[config.mk]
export PLATFORM = sky130hd
export DESIGN_NAME = disk_serdes_and_bus_latches
export DESIGN_NICKNAME = d
export VERILOG_FILES = /design/src/serdes_pkg.sv /design/src/disk_serdes_and_bus_latches.sv
export SDC_FILE = /design/constraint.sdc
export NUM_CORES = 1
export LEC_CHECK = 0
export ABC_AREA = 1
export BUFFER_PORTS_ARGS = -buffer_cell sky130_fd_sc_hd__buf_2
export CAP_MARGIN = 15
export CORE_AREA = 5 5 112 114
export CTS_BUF_LIST = sky130_fd_sc_hd__clkbuf_4
export DETAILED_ROUTE_END_ITERATION = 8
export DIE_AREA = 0 0 117 119
export PLACE_DENSITY = 0.86
export SYNTH_ARGS = -nofsm -noshare
export SYNTH_HDL_FRONTEND = slang
export SYNTH_SLANG_ARGS = --single-unit
[constraint.sdc]
create_clock -name clk_i -period 2.2 [get_ports clk_i]
set_input_delay 0.66 -clock clk_i [delete_from_list [all_inputs] [get_ports clk_i]]
set_output_delay 0.66 -clock clk_i [all_outputs]
set_load 0.005 [all_outputs]
[src/serdes_pkg.sv]
// Purpose: shared constants and carriers for the disk serdes and latches
// Assumes: one 50 MHz clock; wishbone registers on 32-bit words
// Notes: offsets are byte addresses of aligned words
package serdes_pkg;
    localparam int unsigned CLK_HZ = 50_000_000;
    localparam logic [3:0] CHAIN_LEN = 4'h8;
    // register byte offsets
    localparam logic [3:0] CTRL_OFS = 4'h0;
    localparam logic [3:0] STAT_OFS = 4'h4;
    localparam logic [3:0] LATCH_OFS = 4'h8;
    localparam logic [3:0] INLAT_OFS = 4'hc;
    // control field positions
    localparam int unsigned CTL_WGATE = 0;
    localparam int unsigned CTL_MARK_A = 1;
    localparam int unsigned CTL_MARK_B = 2;
    localparam int unsigned CTL_MEM_WR = 3;
    localparam int unsigned CTL_RD_RES = 4;
    localparam int unsigned CTL_CLEAR = 5;
    localparam int unsigned CTL_W = 6;
    localparam logic [5:0] CTRL_RST = 6'h00;
    // pins from the interface board and system bus, all asynchronous
    typedef struct packed {
        logic [15:0] sys_data;
        logic selected;
        logic byte_sel;
        logic mem_stb;
        logic clk_stb;
        logic clk_n;
        logic data_stb;
        logic data_n;
    } pins_t;
    // what the processing array sees
    typedef struct packed {
        logic [7:0] data_bits;
        logic [7:0] clock_bits;
        logic [7:0] mem_data;
        logic [2:0] prim_sel;
    } array_in_t;
    // system bus drive, latched values with their output enables
    typedef struct packed {
        logic [7:0] addr;
        logic addr_oe;
        logic [15:0] data;
        logic data_oe_lo;
        logic data_oe_hi;
    } sysbus_out_t;
    typedef struct packed {
        pins_t s1;
        pins_t s2;
        pins_t s3;
        logic [7:0] dsr;
        logic [7:0] csr;
        logic [3:0] dcnt;
        logic [3:0] ccnt;
        logic [5:0] opc;
        logic [7:0] addr;
        logic [7:0] dlo;
        logic [7:0] dhi;
        logic [15:0] din;
        logic [5:0] ctrl;
        logic ack;
        logic [31:0] rdat;
    } state_t;
endpackage

[src/disk_serdes_and_bus_latches.sv]
// Purpose: data/clock serial chains and bus latches of a disk channel
// Assumes: strobes and serial lines arrive unsynchronised from the
//          interface board; microprogram pulses are on clk_i
// Notes: all state sits in one struct registered by one process
// Functional notes
// - shift read data into chained nibble registers
// - full data chain drives array input bus
// - first two data stages go out
// - load only when empty and write gate
// - load array bits 0-7 ascending into chain
// - write data is inverted last stage
// - shift read clock bits into chained registers
// - full clock chain offered on alternate inputs
// - clock load puts zeros in fixed stages
// - two stages load AND of mark controls
// - second register stage 0 loads mark b
// - opcode pulse latches bits 0-5 inverted
// - opcode bits select instruction and drive unit
// - address pulse latches address, driven when master
// - low strobe latches low data byte
// - high strobe latches high data byte
// - high byte driven: master, memwrite, 16-bit
// - low byte driven on memwrite or result
// - input strobe captures both system bytes
// - memory strobe captures both system bytes
// - byte select gates one input latch
// - mastership level only while holding bus
// - status flag shows chain full or empty
//
// Implementation choices: register access over Wishbone and the placing of the registers.
`timescale 1ns/1ns
module disk_serdes_and_bus_latches #(
    parameter int unsigned ADR_W = 4
) (
    // clock and reset
    input wire logic clk_i,
    input wire logic rst_i,
    // wishbone classic slave
    input wire logic cyc_i,
    input wire logic stb_i,
    input wire logic we_i,
    input wire logic [ADR_W-1:0] adr_i,
    input wire logic [3:0] sel_i,
    input wire logic [31:0] dat_i,
    output logic [31:0] dat_o,
    output logic ack_o,
    // serial link from the interface board
    input wire logic serial_rd_data_n_i,
    input wire logic rd_data_strobe_i,
    input wire logic serial_rd_clkbit_n_i,
    input wire logic rd_clkbit_strobe_i,
    input wire logic mem_data_strobe_i,
    input wire logic byte_select_level_i,
    input wire logic bus_selected_i,
    output logic serial_wr_data_o,
    output logic in_bit0_n_o,
    output logic in_bit1_n_o,
    output logic par_load_n_o,
    output logic sr_flag_o,
    output logic unit_sel_a_o,
    output logic unit_sel_b_o,
    // processing array side
    input wire logic [7:0] array_out_i,
    input wire logic opcode_load_pulse_i,
    input wire logic addr_load_pulse_i,
    input wire logic low_byte_strobe_i,
    input wire logic high_byte_strobe_i,
    input wire logic input_latch_strobe_i,
    output serdes_pkg::array_in_t array_in_o,
    output logic mode16_o,
    // system bus pins
    input wire logic [15:0] sys_data_i,
    output serdes_pkg::sysbus_out_t sysbus_o
);

    serdes_pkg::state_t q;
    serdes_pkg::state_t d;
    serdes_pkg::pins_t pins;

    // strobe edges, chain state and bus decode
    logic d_edge;
    logic c_edge;
    logic m_edge;
    logic d_done;
    logic c_done;
    logic d_load;
    logic c_load;
    logic mark_and;
    logic wb_req;
    logic [3:0] ofs;

    // advance a chain counter: 1..8, wrapping after a full byte
    function automatic logic [3:0] count_up(input logic [3:0] c);
        count_up = (c == serdes_pkg::CHAIN_LEN) ? 4'h1 : c + 4'h1;
    endfunction

    // clock byte for a load: only three stages follow the mark levels,
    // the rest are tied low, so address marks differ only there
    function automatic logic [7:0] clk_pattern(input logic a,
                                               input logic b);
        logic both;
        both = a & b;
        // stages 7..0: 0, 0, a&b, b, a&b, 0, 0, 0
        clk_pattern = {2'b00, both, b, both, 3'b000};
    endfunction

    // every pin from the interface board and the system bus is gathered
    // here so that the sampling stages treat them alike; the cost is
    // that sys_data_i and the levels also wait two clocks

    assign pins = '{sys_data: sys_data_i,
                    selected: bus_selected_i,
                    byte_sel: byte_select_level_i,
                    mem_stb: mem_data_strobe_i,
                    clk_stb: rd_clkbit_strobe_i,
                    clk_n: serial_rd_clkbit_n_i,
                    data_stb: rd_data_strobe_i,
                    data_n: serial_rd_data_n_i};

    // edges are found on the second stage so the first stays clean
    assign d_edge = q.s2.data_stb & ~q.s3.data_stb;
    assign c_edge = q.s2.clk_stb & ~q.s3.clk_stb;
    assign m_edge = q.s2.mem_stb & ~q.s3.mem_stb;
    assign d_done = (q.dcnt == serdes_pkg::CHAIN_LEN);
    assign c_done = (q.ccnt == serdes_pkg::CHAIN_LEN);
    // the clock chain judges emptiness on its own count, since its
    // strobe may lag the data strobe that already reloaded the data
    assign d_load = d_done & q.ctrl[serdes_pkg::CTL_WGATE];
    assign c_load = c_done & q.ctrl[serdes_pkg::CTL_WGATE];
    assign mark_and = q.ctrl[serdes_pkg::CTL_MARK_A]
                    & q.ctrl[serdes_pkg::CTL_MARK_B];
    assign wb_req = cyc_i & stb_i;
    assign ofs = {adr_i[3:2], 2'b00};

    always_comb begin
        d = q;
        d.s1 = pins;
        d.s2 = q.s1;
        d.s3 = q.s2;
        d.ctrl[serdes_pkg::CTL_CLEAR] = 1'b0;

        // a load replaces the shift on the strobe that finds the chain
        // empty, so no bit time is lost between bytes
        if (d_edge) begin
            if (d_load) begin
                d.dsr = array_out_i;
                d.dcnt = 4'h0;
            end else begin
                d.dsr = {q.dsr[6:0], q.s2.data_n};
                d.dcnt = count_up(q.dcnt);
            end
        end

        // the clock chain keeps its own count and may lag the data chain
        if (c_edge) begin
            if (c_load) begin
                d.csr = clk_pattern(q.ctrl[serdes_pkg::CTL_MARK_A],
                                    q.ctrl[serdes_pkg::CTL_MARK_B]);
                d.ccnt = 4'h0;
            end else begin
                d.csr = {q.csr[6:0], q.s2.clk_n};
                d.ccnt = count_up(q.ccnt);
            end
        end

        // a software clear beats a strobe in the same clock: the count
        // restarts and a bit shifted then simply goes uncounted
        if (q.ctrl[serdes_pkg::CTL_CLEAR]) begin
            d.dcnt = 4'h0;
            d.ccnt = 4'h0;
        end

        // array-side latches act on every clock the pulse is high, so a
        // pulse held two clocks simply loads the same byte twice
        if (opcode_load_pulse_i) begin
            d.opc = ~array_out_i[5:0];
        end
        if (addr_load_pulse_i) begin
            d.addr = array_out_i;
        end
        if (low_byte_strobe_i) begin
            d.dlo = array_out_i;
        end
        if (high_byte_strobe_i) begin
            d.dhi = array_out_i;
        end
        // a memory strobe and an input strobe mean the same capture
        if (input_latch_strobe_i || m_edge) begin
            d.din = q.s2.sys_data;
        end

        // ack one cycle after the request, dropped the cycle after;
        // a write lands at the edge that samples ack high, while the
        // master still holds its request
        d.ack = wb_req & ~q.ack;
        if (wb_req && !q.ack) begin
            unique case (ofs)
                serdes_pkg::CTRL_OFS: d.rdat = {26'h0, q.ctrl};
                // status: bit 25 mastership, bit 24 flag, then counts
                // and both chains, so software sees a frame in one read
                serdes_pkg::STAT_OFS: d.rdat = {6'h0, q.s2.selected,
                    d_done, q.ccnt, q.dcnt, q.csr, q.dsr};
                serdes_pkg::LATCH_OFS: d.rdat = {2'h0, q.opc, q.addr,
                    q.dhi, q.dlo};
                serdes_pkg::INLAT_OFS: d.rdat = {16'h0, q.din};
                default: d.rdat = 32'h0;
            endcase
        end
        if (wb_req && q.ack && we_i && sel_i[0]
            && ofs == serdes_pkg::CTRL_OFS) begin
            d.ctrl = dat_i[serdes_pkg::CTL_W-1:0];
        end

        // reset comes last so that it overrides every update above
        if (rst_i) begin
            d = '0;
            d.ctrl = serdes_pkg::CTRL_RST;
        end
    end

    always_ff @(posedge clk_i) begin
        q <= d;
    end

    // data outputs come from registers, the load enable from gates
    assign dat_o = q.rdat;
    assign ack_o = q.ack;
    assign serial_wr_data_o = ~q.dsr[7];
    assign in_bit0_n_o = q.dsr[0];
    assign in_bit1_n_o = q.dsr[1];
    assign par_load_n_o = ~d_load;
    assign sr_flag_o = d_done;
    assign unit_sel_a_o = q.opc[4];
    assign unit_sel_b_o = q.opc[5];
    assign mode16_o = q.opc[3];

    assign array_in_o.data_bits = q.dsr;
    assign array_in_o.clock_bits = q.csr;
    assign array_in_o.prim_sel = q.opc[2:0];
    // only one latch reaches the memory-data inputs at a time
    assign array_in_o.mem_data = q.s2.byte_sel ? q.din[7:0]
                                               : q.din[15:8];

    // bus drivers appear as enables beside the latched values; the pads
    // outside turn them into the three-state lines
    assign sysbus_o.addr = q.addr;
    assign sysbus_o.addr_oe = q.s2.selected;
    assign sysbus_o.data = {q.dhi, q.dlo};
    assign sysbus_o.data_oe_hi = q.s2.selected & mode16_o
                               & q.ctrl[serdes_pkg::CTL_MEM_WR];
    assign sysbus_o.data_oe_lo = q.ctrl[serdes_pkg::CTL_MEM_WR]
                               | q.ctrl[serdes_pkg::CTL_RD_RES];
endmodule

==> impl_metrics.toml <==
[pwr]
p_comb_share_pct = 10.4
finalPower_w = 0.005159
clkPwrFrac_pct = 30.8
internal-power_w = 0.003655
pwr-share-seq_pct = 58.8
p_leak_nw = 3.331
switching_share_pct = 29.15
ir_drop_mv = 0.4437
p_sw_w = 0.001504
power_density_nw_per_um2 = 728.8

[sta]
skew_ns = 0.02392
slew_violations = 0
setup_viol = 1
period_share_pct = 101.9
hold_violations = 0
rsz0062_at_grt = "yes"
setup_slack_ns = -0.04270
fin_hold_ws_ns = 0.2931
finalCriticalPeriod_ns = 2.243
fmax_mhz = 445.9

[synthesis]
synthesis.instances = 865
ys_types = 32
avgSynthCellArea_um2 = 7.497
ys_seq_elements = 156
syn_area_um2 = 6485
yosysWarnings = 0
ys_seq_area_share_pct = 48.16

[route]
routed.top_layer = "met5"
post-route-drc-count = 0
wl_met2_um = 6680
ant_nets = 0
route.met3.wl_um = 1703
drt_first_pass_iters = 5
drt_iter0_markers = 565
routed_wl_um = 15360
wl_met1_um = 6499
vias = 5361
post_drt_wl_per_cell_um = 14.17
via_per_inst = 4.946

[critical_path]
required_ns = 1.54
crit_buf_inv = 2
worst-path-stages = 6
critPathTopFamily = "flip-flops"
reg2reg_depth = 11
arrival_ns = 1.58
cp_cell_sequence = "inv_2 > ha_4 > nand2_4 > nor2_4 > nand2_2 > buf_6"
cp-end-kind = "output pin"
path_max_fanout = 5
r2r_slack_ns = 0.63
worstSetupPathType = "reg -> out"
critPathMaxStageDelay_ns = 0.39
cp_slowest_cell = "dfxtp_4"
crit_path_start_kind = "flip-flop"

[placed_design]
io_buffers = 142
placed_area_um2 = 6738
place_hpwl_um = 11140
gp_congestion = 0.8838

[grt]
grt_pass1_wl_um = 23700
grt_overflow = 0
antenna_found_initial = 1
grt_use_total_pct = 21.68
grt_max_degree = 76
grt_pass1_vias = 4866

[hold_path]
min_path_cells = 3
min_path_type = "in -> reg"

[clock_network]
clkSlewWorstSetupHoldPaths_ns = 0.14
cts_max_path_buffers = 2
worstSkewPairLatency_ns = 0.55
cts_inserted_buffers = 17
cts_tree = "done"
hold_buffers = 0
clock-sinks = 156
htree_num_levels = 4
root_buffer = "clkbuf_4"

[outcome]
violations = "setup timing"
outcome = "finished with violations"

[die]
die_w_um = 117
fp.coreArea_um2 = 11320
die_h_um = 119
num_rows = 39
ios = 176
design.die.area_um2 = 13920
initial_core_util_pct = 57.28

[cells_and_area]
fillCellCount = 1005
postLayoutCellArea_um2 = 7079
final-seq-area_um2 = 3132
n_antenna_cell = 0
multi_input_area_um2 = 2193
nNetsFinal = 1013
drive_gt1_share_pct = 22.10
areaGrowthSynthToFinish_pct = 9.165

[flow_run]
cap_violations = 0
## worst paths after layout
kind	from	endpoint
hold reg to reg	q[167]	q[144]
hold / removal	sys_data_i[9]	q[171]
setup reg to reg	q[90]	array_in_o[23]
setup / recovery	q[90]	par_load_n_o
## through the flow
stage	setup TNS (ns)	utilization [%]	cells	setup WS, ns
4_1_cts	-0.07277	61.90	1079	-0.07277
3_3_place_gp	0	59.52	1047	0.4069
5_1_grt	-0.2104	62.53	1084	-0.1420
2_1_floorplan	0	-	866	0.5108
6_report	-0.04270	62.53	1084	-0.04270
3_5_place_dp	0	59.52	1047	0.3646
## power by group through the flow
stage | sequential [W] | combinational, W | clock [W]
floorplan | 0.00308 | 0.000399 | 0
global placement | 0.00309 | 0.000516 | 0
detailed placement | 0.00310 | 0.000529 | 0
CTS | 0.00303 | 0.000530 | 0.00161
global route | 0.00305 | 0.000609 | 0.00175
finish | 0.00303 | 0.000538 | 0.00159
## flip-flops by register name (all words and copies together), names as in the netlist
| register | flops |
|---|---|
| ack_o | 1 |
| array_in_o | 19 |
| dat_o | 30 |
| mode16_o | 1 |
| q | 78 |
| sysbus_o | 25 |
| unit_sel_a_o | 1 |
| unit_sel_b_o | 1 |
## layout by cell type (no fill, tap or decap), drive strengths merged, types with 4 or more instances in the layout
master / netlist / routed
dfxtp: 156 / 156
buf: 91 / 155
nor2: 129 / 129
o21ai: 126 / 126
inv: 120 / 125
nand2: 110 / 110
a21oi: 65 / 65
nand3: 27 / 27
clkbuf: 21 / 17
clkinv: 2 / 7
clkinvlp: 0 / 5
a31oi: 4 / 4
ha: 4 / 4
## repair_timing
| item | 4_1_cts | 5_1_grt |
|---|---|---|
| gates cloned | 0 | 0 |
| pin swaps | 0 | 2 |
| endpoints found under the setup margin | 10 | 2 |
| buffers inserted | 0 | 5 |
| resized for setup | 4 | 10 |
| hold endpoints to repair | 0 | 0 |
## per-layer routing
layer  global-route usage, %  vias to the layer above
met5                       0                        -
met4                   9.104                        2
met3                   5.832                       45
met2                   32.93                      251
met1                   29.04                     2310
li1                        -                     2753
## worst register-to-register path, stage by stage (launching register included)
cell	delay [ns]
dfxtp_4	0.39
inv_2	0.07
ha_4	0.15
nand2_4	0.05
nor2_4	0.17
nand2_2	0.08
buf_4	0.19
inv_2	0.14
nand2_1	0.07
nand3_1	0.07
nand2_1	0.07
inv_1	0.06
## final cells by class
| type | instances | share of cell area [%] |
|---|---|---|
| Sequential cell | 156 | 44.24 |
| Multi-Input combinational cell | 476 | 30.98 |
| Timing Repair Buffer | 155 | 12.04 |
| Inverter | 122 | 6.522 |
| Tap cell | 143 | 2.527 |
| Clock inverter | 15 | 1.891 |
| Clock buffer | 17 | 1.803 |
## Yosys cell counts
cell type	count	area share, %
conb_1	1	0.058
buf_6	3	0.52
nand2_2	1	0.097
o22ai_1	1	0.097
nand2_1	108	6.3
nand3_1	27	2.1
or2_2	1	0.097
clkbuf_2	1	0.077
clkbuf_1	20	1.2
xor2_1	2	0.27
nor2_1	124	7.2
inv_2	2	0.12
nor2_4	1	0.17
inv_4	1	0.097
o21ai_2	1	0.14
a21oi_1	65	5.0
o21ai_0	114	8.8
nor2_2	4	0.39
clkinv_2	1	0.077
nand2_4	1	0.17
inv_1	117	6.8
buf_2	7	0.54
clkinv_1	1	0.058
and3_1	1	0.097
buf_1	5	0.29
o21ai_1	11	0.85
ha_1	4	0.77
dfxtp_1	156	48
nor3b_1	2	0.23
buf_4	76	8.8
nand4_1	2	0.19
a31oi_1	4	0.39
## logic make-up after synthesis
family | share of synthesized area, %
AO/OA/AOI/OAI | 15.28
other | 0.05783
adder cells (fa/ha/maj) | 0.7718
flip-flops | 48.16
buffers and inverters | 18.50
XOR/XNOR | 0.2702
AND/OR/NAND/NOR | 16.96
Note: power is estimated with default switching activity, not from simulation.
